### config.mk
export PLATFORM = sky130hd
export DESIGN_NAME = hrs_seq
export DESIGN_NICKNAME = d
export VERILOG_FILES = /design/src/rtl/hrs_pkg.sv /design/src/rtl/hrs_rst_filter.sv /design/src/rtl/hrs_seq.sv
export SDC_FILE = /design/constraint.sdc
export NUM_CORES = 1
export LEC_CHECK = 0
export BUFFER_PORTS_ARGS = -buffer_cell sky130_fd_sc_hd__buf_4
export CAP_MARGIN = 20
export CORE_MARGIN = 2
export CORE_UTILIZATION = 35
export DETAILED_ROUTE_END_ITERATION = 12
export PLACE_DENSITY = 0.59
export SKIP_CTS_REPAIR_TIMING = 1
export SLEW_MARGIN = 20
export SYNTH_ARGS = -nofsm -noshare
export SYNTH_HDL_FRONTEND = slang
export SYNTH_SLANG_ARGS = --single-unit
### constraint.sdc
create_clock -name core_clk_in -period 2.1 [get_ports core_clk_in]
set_input_delay 0.105 -clock core_clk_in [delete_from_list [all_inputs] [get_ports core_clk_in]]
set_output_delay 0.105 -clock core_clk_in [all_outputs]
set_load 0.01 [all_outputs]
### src/rtl/hrs_pkg.sv
// Constants, register map and state types for the hardware reset sequencer.
// Assumes a single 200 MHz core clock; all long waits count 1 us ticks.
package hrs_pkg;
    // ==========================================================
    // Timing
    localparam int CLK_NS = 5;
    localparam int RST_REJECT_NS = 20;
    localparam int RST_MIN_CYC = (RST_REJECT_NS + CLK_NS - 1) / CLK_NS + 1;
    localparam int US_NS = 1000;
    localparam int US_CYC = US_NS / CLK_NS;
    localparam int US_PER_MS = 1000;
    localparam int US_PER_S = 1000000;
    localparam int DEV_WAIT_MS = 1;
    localparam int DASP_MIN_MS = 450;
    localparam int DASP_MAX_S = 5;
    localparam int PDIAG_MAX_S = 31;
    localparam int D1_MAX_S = 30;
    localparam int US_W = 25;
    localparam int DIV_W = 8;
    localparam int FCNT_W = 3;

    // ==========================================================
    // Register offsets (byte addresses)
    localparam logic [5:0] REG_STATUS = 6'h00;
    localparam logic [5:0] REG_ERROR = 6'h04;
    localparam logic [5:0] REG_CONFIG = 6'h08;
    localparam logic [5:0] REG_DEVCTL = 6'h0C;
    localparam logic [5:0] REG_IDW93 = 6'h10;
    localparam logic [5:0] REG_SIG = 6'h14;
    localparam logic [5:0] REG_MODE = 6'h18;

    // ==========================================================
    // Field positions and reset values
    localparam int STAT_BSY = 7;
    localparam int ERR_D0_FAIL = 7;
    localparam int CFG_PKT = 0;
    localparam int CFG_DONE = 1;
    localparam int CFG_PASS = 2;
    localparam int CFG_CODE = 8;
    localparam int DC_SRST = 2;
    localparam int DC_DEV = 4;
    localparam int DC_DRST_CMD = 8;
    localparam int MODE_UDMA = 8;
    localparam int MODE_SAVED = 16;
    localparam int MODE_SVALID = 24;
    localparam logic [7:0] STAT_CLR_ATA = 8'h0D;
    localparam logic [7:0] STAT_CLR_PKT = 8'h7D;
    localparam logic [7:0] MODE_DEF = 8'h00;
    localparam logic [7:0] STAT_RST = 8'h80;

    // ==========================================================
    // Types
    typedef enum logic [2:0] {
        ST_HOLD = 3'b000,
        ST_RELEASE = 3'b001,
        ST_D0_WAIT = 3'b011,
        ST_D0_DASP = 3'b010,
        ST_D0_PDIAG = 3'b110,
        ST_STATUS = 3'b111,
        ST_IDLE = 3'b101,
        ST_D1_DASP = 3'b100
    } hrs_state_e;

    typedef struct packed {
        logic s1;
        logic s2;
        logic [FCNT_W-1:0] cnt;
        logic valid;
    } hrs_filt_s;

    typedef struct packed {
        hrs_state_e state;
        logic pos_s1, pos_s2, dasp_s1, dasp_s2, pdiag_s1, pdiag_s2;
        logic [DIV_W-1:0] us_div;
        logic [US_W-1:0] us_cnt;
        logic is_dev1, dasp_seen, pdiag_hit;
        logic [7:0] stat, err, mode, mode_saved;
        logic saved_valid, udma_en, dev_bit, srst;
        logic pkt_en, diag_done, diag_pass;
        logic [6:0] diag_code;
        logic [15:0] w93;
        logic [31:0] sig, rdata;
        logic waitreq, bus_release, dasp_n, dasp_oe, pdiag_n, pdiag_oe;
        logic diag_start, soft_rst;
    } hrs_core_s;
endpackage : hrs_pkg

### src/rtl/hrs_rst_filter.sv
// Glitch filter for the host reset pin.
// Assumes the pin is asynchronous to core_clk_in; power-on counts as a reset.
`timescale 1ns/1ps
module hrs_rst_filter (
    // Clock and reset
    input wire logic core_clk_in,
    input wire logic rst_b_in,
    // Host reset pin, active low
    input wire logic hw_reset_n_in,
    // Valid reset seen and still held
    output logic valid_out
);
    hrs_pkg::hrs_filt_s q, n;

    // ==========================================================
    // Filter
    // A low must be seen on more consecutive samples than a 20 ns pulse can give.
    always_comb begin
        n = q;
        n.s1 = hw_reset_n_in;
        n.s2 = q.s1;
        if (q.s2) begin
            n.cnt = '0;
            n.valid = 1'b0;
        end else if (q.cnt == hrs_pkg::FCNT_W'(hrs_pkg::RST_MIN_CYC - 1)) begin
            n.valid = 1'b1;
        end else begin
            n.cnt = q.cnt + hrs_pkg::FCNT_W'(1);
        end
    end

    always_ff @(posedge core_clk_in or negedge rst_b_in) begin
        if (!rst_b_in) begin
            q <= '{s1: 1'b0, s2: 1'b0, cnt: '0, valid: 1'b1};
        end else begin
            q <= n;
        end
    end

    assign valid_out = q.valid;
endmodule : hrs_rst_filter

### src/rtl/hrs_seq.sv
// Device-side power-on and hardware reset sequencer with an Avalon-MM register slave.
// Assumes pins pass through board buffers; oe outputs gate the pad drivers.
// Operation
// Ignore reset pulses under 20 ns; always accept 25 us or longer.
// When a valid reset negates, leave reset hold for bus release.
// Within 400 ns of release, float bus signals and set BSY.
// During release, read the Device 0 or Device 1 position input.
// Device 0 goes to DASP wait, Device 1 to DASP assert.
// Device 0 floats DASP and clears DEV within 1 ms.
// Device 0 waits at least 1 ms before sampling DASP.
// Start self-diagnostics and disable every Ultra DMA mode.
// Device 0 samples DASP; asserted moves to PDIAG sampling.
// Sample DASP up to 5 s; then clear error bit 7, set status.
// PDIAG asserted clears error bit 7 and goes to status setting.
// PDIAG still negated at 31 s sets error bit 7, status setting.
// Finish diagnostics, load code into error bits 6:0, load signature.
// Clear the software reset bit during status setting.
// Update identification word 93 with the reset outcome.
// Clear status bits 3,2,0, or 6,5,4,3,2,0 with packet support.
// With packet support restore modes from saved values or defaults.
// Device 0 clears BSY and goes idle as the selected device.
// Device 1 clears DEV, asserts DASP within 400 ms, sets status.
// Device 1 loads its code and asserts PDIAG only on pass.
// Device 1 finishes status setting within 30 s.
// Device 1 clears BSY, idles unselected, drives PDIAG per result.
// A new reset during the sequence restarts it from the start.
// Software reset or reset command is ignored while the sequence runs.
// The host holds reset 25 us, then waits 2 ms before polling BSY.
// All long timeouts count 1 us ticks from the detected negation.
`timescale 1ns/1ps
module hrs_seq #(
    parameter int unsigned DEV_WAIT_US = hrs_pkg::DEV_WAIT_MS * hrs_pkg::US_PER_MS,
    parameter int unsigned DASP_MIN_US = hrs_pkg::DASP_MIN_MS * hrs_pkg::US_PER_MS,
    parameter int unsigned DASP_LIMIT_US = hrs_pkg::DASP_MAX_S * hrs_pkg::US_PER_S,
    parameter int unsigned PDIAG_LIMIT_US = hrs_pkg::PDIAG_MAX_S * hrs_pkg::US_PER_S,
    parameter int unsigned D1_LIMIT_US = hrs_pkg::D1_MAX_S * hrs_pkg::US_PER_S,
    parameter logic [31:0] SIG_ATA = 32'h0000_0001,
    parameter logic [31:0] SIG_PKT = 32'h0000_0002
) (
    // Clock and reset
    input wire logic core_clk_in,
    input wire logic rst_b_in,
    // Cable pins, asynchronous
    input wire logic hw_reset_n_in,
    input wire logic dev1_sel_in,
    input wire logic dasp_n_in,
    input wire logic pdiag_n_in,
    // Pin drive
    output logic bus_release_out,
    output logic dasp_n_out,
    output logic dasp_oe_out,
    output logic pdiag_n_out,
    output logic pdiag_oe_out,
    // Device core
    output logic busy_out,
    output logic diag_start_out,
    output logic soft_reset_out,
    // Avalon-MM slave
    input wire logic [5:0] avs_address_in,
    input wire logic avs_read_in,
    input wire logic avs_write_in,
    input wire logic [31:0] avs_writedata_in,
    input wire logic [3:0] avs_byteenable_in,
    output logic [31:0] avs_readdata_out,
    output logic avs_waitrequest_out
);
    hrs_pkg::hrs_core_s q, n;
    logic rst_valid;
    logic tick;
    logic fin;
    logic fire;
    logic [31:0] wv;

    function automatic logic hrs_reached(input logic [hrs_pkg::US_W-1:0] c,
                                         input int unsigned lim);
        return 32'(c) >= lim;
    endfunction : hrs_reached

    function automatic logic [31:0] hrs_merge(input logic [31:0] old,
                                              input logic [31:0] wd,
                                              input logic [3:0] be);
        logic [31:0] r;
        r = old;
        for (int i = 0; i < 4; i++) begin
            if (be[i]) begin
                r[i*8 +: 8] = wd[i*8 +: 8];
            end
        end
        return r;
    endfunction : hrs_merge

    hrs_rst_filter u_filt (
        .core_clk_in(core_clk_in),
        .rst_b_in(rst_b_in),
        .hw_reset_n_in(hw_reset_n_in),
        .valid_out(rst_valid)
    );

    // ==========================================================
    // Helpers
    assign tick = q.us_div == hrs_pkg::DIV_W'(hrs_pkg::US_CYC - 1);
    assign fin = q.diag_done || (q.is_dev1 && hrs_reached(q.us_cnt, D1_LIMIT_US));
    assign fire = (avs_read_in || avs_write_in) && q.waitreq;

    // ==========================================================
    // Sequencer and register file
    always_comb begin
        n = q;
        wv = '0;
        n.diag_start = 1'b0;
        n.soft_rst = 1'b0;
        n.pos_s1 = dev1_sel_in;
        n.pos_s2 = q.pos_s1;
        n.dasp_s1 = dasp_n_in;
        n.dasp_s2 = q.dasp_s1;
        n.pdiag_s1 = pdiag_n_in;
        n.pdiag_s2 = q.pdiag_s1;
        // Timer restarts at negation, so every long wait is relative to it.
        if (q.state == hrs_pkg::ST_HOLD) begin
            n.us_div = '0;
            n.us_cnt = '0;
        end else if (tick) begin
            n.us_div = '0;
            if (q.us_cnt != '1) begin
                n.us_cnt = q.us_cnt + hrs_pkg::US_W'(1);
            end
        end else begin
            n.us_div = q.us_div + hrs_pkg::DIV_W'(1);
        end
        unique case (q.state)
            hrs_pkg::ST_HOLD: begin
                if (!rst_valid) begin
                    n.state = hrs_pkg::ST_RELEASE;
                end
            end
            hrs_pkg::ST_RELEASE: begin
                n.is_dev1 = q.pos_s2;
                n.udma_en = 1'b0;
                n.diag_done = 1'b0;
                n.diag_start = 1'b1;
                n.dasp_seen = 1'b0;
                n.pdiag_hit = 1'b0;
                n.state = q.pos_s2 ? hrs_pkg::ST_D1_DASP : hrs_pkg::ST_D0_WAIT;
            end
            hrs_pkg::ST_D0_WAIT: begin
                n.dev_bit = 1'b0;
                n.dasp_oe = 1'b0;
                if (hrs_reached(q.us_cnt, DEV_WAIT_US)) begin
                    n.state = hrs_pkg::ST_D0_DASP;
                end
            end
            hrs_pkg::ST_D0_DASP: begin
                if (!q.dasp_s2) begin
                    n.dasp_seen = 1'b1;
                    n.state = hrs_pkg::ST_D0_PDIAG;
                end else if (hrs_reached(q.us_cnt, DASP_LIMIT_US)) begin
                    n.err[hrs_pkg::ERR_D0_FAIL] = 1'b0;
                    n.state = hrs_pkg::ST_STATUS;
                end
            end
            hrs_pkg::ST_D0_PDIAG: begin
                if (!q.pdiag_s2) begin
                    n.err[hrs_pkg::ERR_D0_FAIL] = 1'b0;
                    n.pdiag_hit = 1'b1;
                    n.state = hrs_pkg::ST_STATUS;
                end else if (hrs_reached(q.us_cnt, PDIAG_LIMIT_US)) begin
                    n.err[hrs_pkg::ERR_D0_FAIL] = 1'b1;
                    n.state = hrs_pkg::ST_STATUS;
                end
            end
            hrs_pkg::ST_D1_DASP: begin
                n.dev_bit = 1'b0;
                n.dasp_oe = 1'b1;
                n.dasp_n = 1'b0;
                n.err[hrs_pkg::ERR_D0_FAIL] = 1'b0;
                n.state = hrs_pkg::ST_STATUS;
            end
            hrs_pkg::ST_STATUS: begin
                // Status, signature and BSY all change on one edge, never torn.
                if (fin) begin
                    n.err[6:0] = q.diag_code;
                    n.sig = q.pkt_en ? SIG_PKT : SIG_ATA;
                    n.srst = 1'b0;
                    n.w93 = {11'h000, q.pdiag_hit, q.dasp_seen,
                             q.diag_done & q.diag_pass, q.is_dev1, 1'b1};
                    n.stat = q.stat & ~(q.pkt_en ? hrs_pkg::STAT_CLR_PKT
                                                 : hrs_pkg::STAT_CLR_ATA);
                    n.stat[hrs_pkg::STAT_BSY] = 1'b0;
                    if (q.pkt_en) begin
                        n.mode = q.saved_valid ? q.mode_saved : hrs_pkg::MODE_DEF;
                    end
                    if (q.is_dev1) begin
                        n.pdiag_oe = 1'b1;
                        n.pdiag_n = ~(q.diag_done & q.diag_pass);
                    end
                    n.bus_release = 1'b0;
                    n.state = hrs_pkg::ST_IDLE;
                end
            end
            hrs_pkg::ST_IDLE: begin
            end
        endcase
        if (rst_valid) begin
            n.state = hrs_pkg::ST_HOLD;
            n.stat[hrs_pkg::STAT_BSY] = 1'b1;
            n.bus_release = 1'b1;
            n.pdiag_oe = 1'b0;
            n.dasp_oe = 1'b0;
        end
        // One wait state: waitrequest drops for the cycle after the request is seen.
        n.waitreq = !fire;
        if (fire && avs_read_in) begin
            unique case (avs_address_in)
                hrs_pkg::REG_STATUS: n.rdata = {16'h0000, 3'b000, q.dasp_seen,
                                                q.is_dev1, q.state, q.stat};
                hrs_pkg::REG_ERROR: n.rdata = {24'h00_0000, q.err};
                hrs_pkg::REG_CONFIG: n.rdata = {17'h0_0000, q.diag_code, 5'b00000,
                                                q.diag_pass, q.diag_done, q.pkt_en};
                hrs_pkg::REG_DEVCTL: n.rdata = {27'h000_0000, q.dev_bit, 1'b0,
                                                q.srst, 2'b00};
                hrs_pkg::REG_IDW93: n.rdata = {16'h0000, q.w93};
                hrs_pkg::REG_SIG: n.rdata = q.sig;
                hrs_pkg::REG_MODE: n.rdata = {7'h00, q.saved_valid, q.mode_saved,
                                              7'h00, q.udma_en, q.mode};
                default: n.rdata = '0;
            endcase
        end
        if (fire && avs_write_in) begin
            wv = hrs_merge('0, avs_writedata_in, avs_byteenable_in);
            unique case (avs_address_in)
                hrs_pkg::REG_STATUS: n.stat[6:0] = wv[6:0];
                hrs_pkg::REG_CONFIG: begin
                    n.pkt_en = wv[hrs_pkg::CFG_PKT];
                    n.diag_done = wv[hrs_pkg::CFG_DONE];
                    n.diag_pass = wv[hrs_pkg::CFG_PASS];
                    n.diag_code = wv[hrs_pkg::CFG_CODE +: 7];
                end
                hrs_pkg::REG_DEVCTL: begin
                    n.dev_bit = wv[hrs_pkg::DC_DEV];
                    // Reset requests during the sequence are dropped, not queued.
                    if (q.state == hrs_pkg::ST_IDLE && !rst_valid) begin
                        n.srst = wv[hrs_pkg::DC_SRST];
                        n.soft_rst = wv[hrs_pkg::DC_SRST] | wv[hrs_pkg::DC_DRST_CMD];
                    end
                end
                hrs_pkg::REG_MODE: begin
                    n.mode = wv[7:0];
                    n.udma_en = wv[hrs_pkg::MODE_UDMA];
                    n.mode_saved = wv[hrs_pkg::MODE_SAVED +: 8];
                    n.saved_valid = wv[hrs_pkg::MODE_SVALID];
                end
                default: begin
                end
            endcase
        end
    end

    always_ff @(posedge core_clk_in or negedge rst_b_in) begin
        if (!rst_b_in) begin
            q <= '0;
            q.state <= hrs_pkg::ST_HOLD;
            q.pos_s1 <= 1'b0;
            q.dasp_s1 <= 1'b1;
            q.dasp_s2 <= 1'b1;
            q.pdiag_s1 <= 1'b1;
            q.pdiag_s2 <= 1'b1;
            q.stat <= hrs_pkg::STAT_RST;
            q.mode <= hrs_pkg::MODE_DEF;
            q.waitreq <= 1'b1;
            q.bus_release <= 1'b1;
            q.dasp_n <= 1'b1;
            q.pdiag_n <= 1'b1;
        end else begin
            q <= n;
        end
    end

    // ==========================================================
    // Outputs
    assign bus_release_out = q.bus_release;
    assign dasp_n_out = q.dasp_n;
    assign dasp_oe_out = q.dasp_oe;
    assign pdiag_n_out = q.pdiag_n;
    assign pdiag_oe_out = q.pdiag_oe;
    assign busy_out = q.stat[hrs_pkg::STAT_BSY];
    assign diag_start_out = q.diag_start;
    assign soft_reset_out = q.soft_rst;
    assign avs_readdata_out = q.rdata;
    assign avs_waitrequest_out = q.waitreq;

    // ==========================================================
    // Assertions
    a_restart_hold: assert property (@(posedge core_clk_in) disable iff (!rst_b_in)
        rst_valid |=> q.state == hrs_pkg::ST_HOLD && q.stat[7] && q.bus_release)
        else $error("reset did not restart the sequence");
    a_release_bus: assert property (@(posedge core_clk_in) disable iff (!rst_b_in)
        q.state == hrs_pkg::ST_RELEASE |-> q.bus_release && q.stat[7] && !q.pdiag_oe)
        else $error("bus not released with BSY set");
    a_leave_hold: assert property (@(posedge core_clk_in) disable iff (!rst_b_in)
        q.state == hrs_pkg::ST_HOLD && !rst_valid |=> q.state == hrs_pkg::ST_RELEASE)
        else $error("hold state not left after negation");
    a_branch_pos: assert property (@(posedge core_clk_in) disable iff (!rst_b_in)
        q.state == hrs_pkg::ST_RELEASE && !rst_valid |=>
        q.state == (q.is_dev1 ? hrs_pkg::ST_D1_DASP : hrs_pkg::ST_D0_WAIT) && !q.udma_en)
        else $error("wrong branch after release");
    a_d0_wait_min: assert property (@(posedge core_clk_in) disable iff (!rst_b_in)
        q.state == hrs_pkg::ST_D0_WAIT && !hrs_reached(q.us_cnt, DEV_WAIT_US) |=>
        q.state inside {hrs_pkg::ST_D0_WAIT, hrs_pkg::ST_HOLD})
        else $error("DASP sampling started too early");
    a_dasp_keep: assert property (@(posedge core_clk_in) disable iff (!rst_b_in)
        q.state == hrs_pkg::ST_D0_DASP && q.dasp_s2 && !rst_valid &&
        !hrs_reached(q.us_cnt, DASP_MIN_US) |=> q.state == hrs_pkg::ST_D0_DASP)
        else $error("DASP sampling ended before the minimum");
    a_dasp_seen: assert property (@(posedge core_clk_in) disable iff (!rst_b_in)
        q.state == hrs_pkg::ST_D0_DASP && !q.dasp_s2 && !rst_valid |=>
        q.state == hrs_pkg::ST_D0_PDIAG)
        else $error("asserted DASP not followed");
    a_pdiag_limit: assert property (@(posedge core_clk_in) disable iff (!rst_b_in)
        q.state == hrs_pkg::ST_D0_PDIAG && q.pdiag_s2 && !rst_valid &&
        hrs_reached(q.us_cnt, PDIAG_LIMIT_US) |=> q.state == hrs_pkg::ST_STATUS && q.err[7])
        else $error("PDIAG timeout not flagged");
    a_status_load: assert property (@(posedge core_clk_in) disable iff (!rst_b_in)
        q.state == hrs_pkg::ST_STATUS ##1 q.state == hrs_pkg::ST_IDLE |->
        q.err[6:0] == $past(q.diag_code) && !q.srst && !q.stat[7] && q.w93[0])
        else $error("status not loaded on completion");
    a_d1_status: assert property (@(posedge core_clk_in) disable iff (!rst_b_in)
        q.state == hrs_pkg::ST_D1_DASP && !rst_valid |=>
        q.dasp_oe && !q.dasp_n && !q.dev_bit ##0 q.state == hrs_pkg::ST_STATUS)
        else $error("Device 1 did not assert DASP");
    a_d1_pdiag: assert property (@(posedge core_clk_in) disable iff (!rst_b_in)
        q.state == hrs_pkg::ST_IDLE && q.is_dev1 |->
        q.pdiag_oe && q.pdiag_n == !q.w93[2])
        else $error("Device 1 PDIAG does not match result");
    a_soft_ignore: assert property (@(posedge core_clk_in) disable iff (!rst_b_in)
        fire && avs_write_in && q.state != hrs_pkg::ST_IDLE |=> !q.soft_rst)
        else $error("software reset accepted during sequence");
    a_dasp_expire: assert property (@(posedge core_clk_in) disable iff (!rst_b_in)
        q.state == hrs_pkg::ST_D0_DASP && q.dasp_s2 && !rst_valid &&
        hrs_reached(q.us_cnt, DASP_LIMIT_US) |=> q.state == hrs_pkg::ST_STATUS && !q.err[7])
        else $error("DASP timeout not taken");
    a_pdiag_pass: assert property (@(posedge core_clk_in) disable iff (!rst_b_in)
        q.state == hrs_pkg::ST_D0_PDIAG && !q.pdiag_s2 && !rst_valid |=>
        q.state == hrs_pkg::ST_STATUS && !q.err[7])
        else $error("asserted PDIAG not followed");
endmodule : hrs_seq

==> metrics.md, run 1 <==
| Metric | Value |
|---|---|
| Status | `finished with violations` |
| Failing checks | `hold timing, setup timing` |
| Post-synthesis mux area share | `0.0363` |
| Final hold slack | `-0.0230 ns` |
| Ys Warns | `0` |
| Final GP Congestion | `0.838` |
| Placed cell count | `1054` |
| DP Worst Slack | `-0.0201 ns` |
| WP buf/inv | `1` |
| Initial Util | `0.360` |
| Global route overflow | `0` |
| Register bit count reported by yosys | `135` |
| DR iter-0 viols | `about 310` |
| Ys async rst share | `1.00` |
| Max Cap Viol | `0` |
| Worst-path fanout max | `3` |
| DIE HEIGHT | `143 µm` |
| # rows | `50` |
| Tcrit/Tclk final | `1.03` |
| Area grow syn2layout | `30.5%` |
| WL per Instance | `15.6 µm` |
| Synth unique cells | `61` |
| Core area | `18900 µm²` |
| Vias | `5711` |
| Max Buffers Root-to-Sink | `2` |
| Largest family of logic cells by synthesized area | `simple AND/OR/NAND/NOR gates` |
| Cells after Synth | `715` |
| Worst Skew | `0.00902 ns` |
| Register area share after synthesis | `0.499` |
| Die area | `between 20000 and 25000 µm²` |
| Die W | `roughly 140 µm` |
| Max_slew headroom | `0.619` |
| Hold WC Path Type | `input pin to flip-flop` |
| Total number of H-tree levels | `4` |
| Xor-xnor portion of the synthesized cell area | `0.0129` |
| Initial antenna violation count | `0` |
| Layout cells sized above 1 | `0.271` |
| Final hold viol count | `8` |
| Setup TNS | `-0.0569 ns` |
| CP Launch Type | `flip-flop` |
| Synth Flop Type | `dfrtp_1` |
| Synth Area in Compound Gates | `0.142` |
| Worst vdd ir | `0.559 mV` |
| Fmax | `~0.46 GHz` |
| Synth Cell Area | `6790 µm²` |
| Crit path capture type | `flip-flop` |
| Syn avg cell area | `9.50 µm²` |
| # diodes | `0` |
| Leak | `4.14 nW` |
| Final Power | `6.94 mW` |
| Post-synth EDFFs | `0` |
| Cell family with most CP delay | `simple AND/OR/NAND/NOR gates` |
| Vias in the first global route | `between 5000 and 6000` |
| Drt drc | `0` |
| Root Driver | `clkbuf_16` |
| Final Setup Violations | `1` |
| Max-slew violation count | `0` |
| Critical Path Slowest Stage Cell | `or4_4` |
| Routed WL | `17.5 mm` |
| CTS tree | `done` |
| CP arrival | `2.50 ns` |
| First-pass GRT wire length | `between 20 and 30 mm` |
| Worst Setup Slack, final | `-0.0569 ns` |
| Critical path cell sequence | `ha_2 > nand4b_1 > buf_4 > or2_4 > or4_4 > or3_4 > a21oi_2` |
| Skew-Pair Late Insertion Delay | `0.42 ns` |
| Most frequent cells in the layout | `152 x buf_4, 126 x dfrtp_1, 99 x nand2_1` |
| Fin crit period | `approximately 2.2 ns` |
| Nets | `903` |
| Most common cell after layout, fill and taps aside | `buf_4` |
| P per Cell Area | `783 nW/µm²` |
| Port Buffers | `74` |
| Antenna viol nets, final | `0` |
| RSZ-0062 raised after global routing | `yes` |
| Fraction of the mapped netlist area in simple logic gates | `0.229` |
| CTS Buf Count | `17` |
| GRT Total Usage | `0.174` |
| Clock sink count | `135` |
| Largest net degree at the start of global routing | `between 60 and 70` |
| Tightest Pin Transition | `0.571 ns` |
| Synth Area in Adders | `0.00921` |
| Hpwl dp | `12.4 mm` |
| Vias per cell | `5.10` |
| Non-Filler Instances | `1120` |
| Drt pass-1 iters | `5` |
| Critical path's largest stage delay | `0.41 ns` |
| Critical path class | `flip-flop to flip-flop` |
| Ports | `91` |
| CP Data Required Time | `2.45 ns` |
| Clock transition at path regs | `0.06 ns` |
-- sequential cells by signal, summed over array words and instances, names as in the netlist --
name / cells
dasp_oe_out: 1
soft_reset_out: 1
u_filt.n: 1
diag_start_out: 1
pdiag_oe_out: 1
avs_readdata_out: 24
pdiag_n_out: 1
n: 3
dasp_n_out: 1
u_filt.q: 4
avs_waitrequest_out: 1
q: 94
u_filt.valid_out: 1
bus_release_out: 1
-- worst register-to-register path: stages, from the launching register on --
cell	delay (ns)
dfrtp_1	0.35
ha_2	0.18
nand4b_1	0.22
buf_4	0.21
or2_4	0.25
or4_4	0.41
or3_4	0.34
a21oi_2	0.13
-- power breakdown --
part           total (mW)  switching [mW]  internal, mW
Clock                2.92            1.14          1.78
Combinational        1.05           0.549         0.503
Sequential           2.97           0.160          2.81
-- layer usage --
layer / track usage / wire length [µm] / vias up
met5: 0 / 0 / -
met4: 0.0485 / 238 / 0
met3: 0.0370 / 640 / 18
met2: 0.279 / 8430 / 120
met1: 0.240 / 8210 / 2760
li1: - / - / 2813
-- area by class of cell --
cell class              count  area [µm²]
clock buffers              20         447
clock inverters            11         123
fillers                  1858       10000
inverters                  13        48.8
multi-input cells         495        3010
flip-flops and latches    135        3390
well taps                 260         325
repair buffers            186        1520
-- final timing paths --
check,slack [ns],depth (start not counted),from,to
max,-0.06,7,q[162]$_DFF_PN0_,q[142]$_DFFE_PN0P_
min,-0.02,3,avs_byteenable_in[1],q[90]$_DFFE_PN0P_
max reg2reg,-0.06,7,q[162]$_DFF_PN0_,q[142]$_DFFE_PN0P_
min reg2reg,0.35,0,u_filt.n[4]$_DFF_PN0_,u_filt.q[4]$_DFF_PN0_
max in group asynchronous,1.12,3,rst_b_in,n[170]$_DFF_PN1_
min in group asynchronous,0.24,2,rst_b_in,avs_readdata_out[23]$_DFFE_PN0P_
-- cell families after synthesis --
kind of cell | Yosys count
AO/OA/AOI/OAI | 155
XOR/XNOR | 10
adder cells (fa/ha/maj) | 5
buffers and inverters | 92
flip-flops | 135
multiplexers | 23
other | 1
AND/OR/NAND/NOR | 294
-- cell usage after synthesis (all sizes together) (7+ instances only) --
cell type / n / area share
o22ai: 7 / 0.0064
o211ai: 14 / 0.015
o31ai: 8 / 0.0088
clkbuf: 42 / 0.023
a21o: 8 / 0.0088
nand2b: 8 / 0.0074
nor2: 30 / 0.017
dfrtp: 126 / 0.46
a21oi: 30 / 0.022
inv: 13 / 0.0072
nand2: 99 / 0.055
or4: 8 / 0.0094
nand4: 22 / 0.020
o21ai: 58 / 0.043
or3: 13 / 0.012
and3: 14 / 0.013
nand3b: 9 / 0.0099
xor2: 7 / 0.0090
mux2i: 10 / 0.015
buf: 37 / 0.040
nand3: 40 / 0.029
nor3: 9 / 0.0066
mux2: 13 / 0.022
dfstp: 9 / 0.035
nor4: 12 / 0.015
-- per-stage QoR --
stage,hold WS (ns),util,cell area [µm²]
floorplan,-0.191,-,6820
global placement,0.135,0.419,7910
detailed placement,0.135,0.419,7910
CTS,-0.314,0.449,8480
global route,0.000976,0.469,8860
finish,-0.0230,0.469,8860
(Power assumes the default switching activity.)
==> run 2, diff against run 1 <==
--- a/config.mk
+++ b/config.mk
@@ -8,9 +8,10 @@
 export BUFFER_PORTS_ARGS = -buffer_cell sky130_fd_sc_hd__buf_4
 export CAP_MARGIN = 20
 export CORE_MARGIN = 2
-export CORE_UTILIZATION = 35
+export CORE_UTILIZATION = 52
 export DETAILED_ROUTE_END_ITERATION = 12
-export PLACE_DENSITY = 0.59
+export PLACE_DENSITY = 0.8
+export SETUP_SLACK_MARGIN = 0.4
 export SKIP_CTS_REPAIR_TIMING = 1
 export SLEW_MARGIN = 20
 export SYNTH_ARGS = -nofsm -noshare
==> run 2 against run 1 <==
The run still ends with hold timing, setup timing left; cell count is 9.4% lower; sequential share of layout area is 0.88 points lower; maximum frequency increased by 2.1%; sequential cell count did not move; via count up 7.7%; clock power rose by 12%; routed wire length is 8.5% higher; combinational power increased by 14%; critical endpoint unchanged.
==> metrics.md, run 2 (same netlist as run 1, synthesis figures left out) <==
| Metric | Value |
|---|---|
| Core area | `12700 µm² (was 18900 µm²)` |
| Hold_sp | `avs_byteenable_in[1] (unchanged)` |
| Post-layout util | `0.719 (was 0.469)` |
| Worst-path fanout max | `3 (unchanged)` |
| CTS Buf Count | `17 (unchanged)` |
| Initial Util | `0.536 (was 0.360)` |
| Ports | `91 (unchanged)` |
| Layout cells sized above 1 | `0.311 (was 0.271)` |
| Biggest register | `q (unchanged)` |
| P per Cell Area | `816 nW/µm² (was 783 nW/µm²)` |
| Most frequent cells in the layout | `126 x buf_4, 115 x dfrtp_1, 98 x nand2_1 (was 152 x buf_4, 126 x dfrtp_1, 99 x nand2_1)` |
| R2R cell count | `7 (unchanged)` |
| Max-slew violation count | `0 (unchanged)` |
| RSZ-0062 raised after global routing | `yes (unchanged)` |
| CTS tree | `done (unchanged)` |
| Setup TNS | `-0.0134 ns (was -0.0569 ns)` |
| Worst Setup Slack, final | `-0.0134 ns (was -0.0569 ns)` |
| Most common cell after layout, fill and taps aside | `buf_4 (unchanged)` |
| Hold EP | `q[89]$_DFFE_PN0P_ (was q[90]$_DFFE_PN0P_)` |
| First-pass GRT wire length | `28.4 mm (was 28.1 mm)` |
| Fillers | `850 (was 1858)` |
| Drt drc | `0 (unchanged)` |
| Critical path class | `flip-flop to flip-flop (unchanged)` |
| Tightest Pin Transition | `0.715 ns (was 0.571 ns)` |
| Skew-Pair Late Insertion Delay | `0.42 ns (about the same)` |
| Non-Filler Instances | `1015 (was 1120)` |
| WL per Instance | `18.7 µm (was 15.6 µm)` |
| Status | `finished with violations (unchanged)` |
| Crit path capture type | `flip-flop (unchanged)` |
| CP Data Required Time | `2.45 ns (about the same)` |
| Vias per cell | `6.06 (was 5.10)` |
| Nets | `885 (was 903)` |
| GRT Total Usage | `0.254 (was 0.174)` |
| Max Buffers Root-to-Sink | `2 (unchanged)` |
| # diodes | `0 (unchanged)` |
| Largest net degree at the start of global routing | `136 (was 62)` |
| R2R Setup Slk | `-0.01 ns (was -0.06 ns)` |
| Drt pass-1 iters | `6 (was 5)` |
| Critical Path Slowest Stage Cell | `or4_4 (unchanged)` |
| DIE HEIGHT | `118 µm (was 143 µm)` |
| Die area | `14000 µm² (was 20500 µm²)` |
| Total number of H-tree levels | `4 (unchanged)` |
| Hold WC Path Type | `input pin to flip-flop (unchanged)` |
| Area grow syn2layout | `34.1% (was 30.5%)` |
| Final Setup Violations | `1 (unchanged)` |
| Capturing point of the worst reg2reg path | `q[142]$_DFFE_PN0P_ (unchanged)` |
| Die W | `118 µm (was 143 µm)` |
| # rows | `41 (was 50)` |
| Vias in the first global route | `5732 (was 5423)` |
| Final GP Congestion | `0.875 (was 0.838)` |
| Max_slew headroom | `0.524 (was 0.619)` |
| Clock sink count | `135 (unchanged)` |
| Failing checks | `hold timing, setup timing (unchanged)` |
| Tcrit/Tclk final | `1.01 (was 1.03)` |
| Number of flip-flops in the largest register | `94 (unchanged)` |
| CP arrival | `2.47 ns (was 2.50 ns)` |
| Fin crit period | `2.11 ns (was 2.16 ns)` |
| Clock transition at path regs | `0.06 ns (about the same)` |
| Final hold slack | `-0.0183 ns (was -0.0230 ns)` |
| Critical path cell sequence | `ha_2 > nand4b_1 > buf_4 > or2_1 > or4_4 > or3_1 > a21oi_2 (was ha_2 > nand4b_1 > buf_4 > or2_4 > or4_4 > or3_4 > a21oi_2)` |
| Hpwl dp | `11.9 mm (was 12.4 mm)` |
| CP Launch Type | `flip-flop (unchanged)` |
| Max Cap Viol | `0 (unchanged)` |
| DR iter-0 viols | `506 (was 312)` |
| Critical path's largest stage delay | `0.42 ns (was 0.41 ns)` |
| Worst R2R Start | `q[162]$_DFF_PN0_ (unchanged)` |
| Routed WL | `19.0 mm (was 17.5 mm)` |
| Port Buffers | `74 (unchanged)` |
| Final hold viol count | `6 (was 8)` |
| Global route overflow | `0 (unchanged)` |
| Hold Path Stages | `3 (unchanged)` |
| Root Driver | `clkbuf_16 (unchanged)` |
| Worst Skew | `0.00694 ns (was 0.00902 ns)` |
| Worst vdd ir | `0.683 mV (was 0.559 mV)` |
| Fmax | `0.473 GHz (was 0.464 GHz)` |
| Placed cell count | `938 (was 1054)` |
| Vias | `6152 (was 5711)` |
| Antenna viol nets, final | `0 (unchanged)` |
| Initial antenna violation count | `0 (unchanged)` |
| Leak | `4.19 nW (was 4.14 nW)` |
run 2: cell count changes in the layout (fill, tap and decap cells not counted), moves of 5 or more:
cell and change:
dfrtp_2 +11, mux2_4 +9, o21ai_1 +6, dfrtp_1 -11, nand3_1 -7, o21ai_0 -9, nor4_1 -5, mux2_2 -9
buf_4 -26
run 2: layer usage:
metal	vias to the layer above	wire, µm	global-route usage
met5	-	0	0
met4	0	406	0.0858
met3	46	1470	0.0579
met2	289	9230	0.403
met1	3041	7900	0.344
li1	2776	-	-
run 2: layout make-up:
type | instances | area, µm² | share of cell area
Tap cell | 172 | 215 | 0.0236
Multi-Input combinational cell | 495 | 3360 | 0.368
Inverter | 13 | 48.8 | 0.00536
Clock buffer | 18 | 439 | 0.0482
Timing Repair Buffer | 168 | 1430 | 0.157
Clock inverter | 14 | 213 | 0.0234
Sequential cell | 135 | 3400 | 0.374
run 2: worst max path at each step:
| stage | from | end | slack (ns) | depth (start not counted) |
|---|---|---|---|---|
| 3_3_place_gp | q[162]$_DFF_PN0_ | q[142]$_DFFE_PN0P_ | 0.07 | 6 |
| 5_1_grt | q[162]$_DFF_PN0_ | q[142]$_DFFE_PN0P_ | -0.07 | 7 |
| 3_5_place_dp | q[162]$_DFF_PN0_ | q[157]$_DFFE_PN0P_ | -0.01 | 7 |
| 4_1_cts | q[162]$_DFF_PN0_ | q[142]$_DFFE_PN0P_ | -0.04 | 6 |
| 2_1_floorplan | q[165]$_DFF_PN0_ | q[142]$_DFFE_PN0P_ | -0.05 | 6 |
| 6_report | q[162]$_DFF_PN0_ | q[142]$_DFFE_PN0P_ | -0.01 | 7 |
run 2: critical path, delay by kind of cell (launching register included):
family / cells / cell delay, ns
AOI/OAI and AO/OA: 1 / 0.12
adders and majority gates: 1 / 0.18
buffers and inverters: 1 / 0.19
DFF: 1 / 0.36
and+or+nand+nor: 4 / 1.21
run 2: power breakdown:
group          internal, mW  switching, mW  total, mW
combinational         0.563          0.634       1.20
sequential             2.81          0.157       2.97
clock                  2.06           1.21       3.27
run 2: through the flow:
stage | cell area, µm² | setup WS, ns | power (mW)
finish | 9110 | -0.0134 | 7.43
global route | 9110 | -0.0744 | 7.72
CTS | 8320 | -0.0380 | 7.33
detailed placement | 7670 | -0.0131 | 4.06
global placement | 7670 | 0.0676 | 4.00
floorplan | 6950 | -0.0547 | 3.62
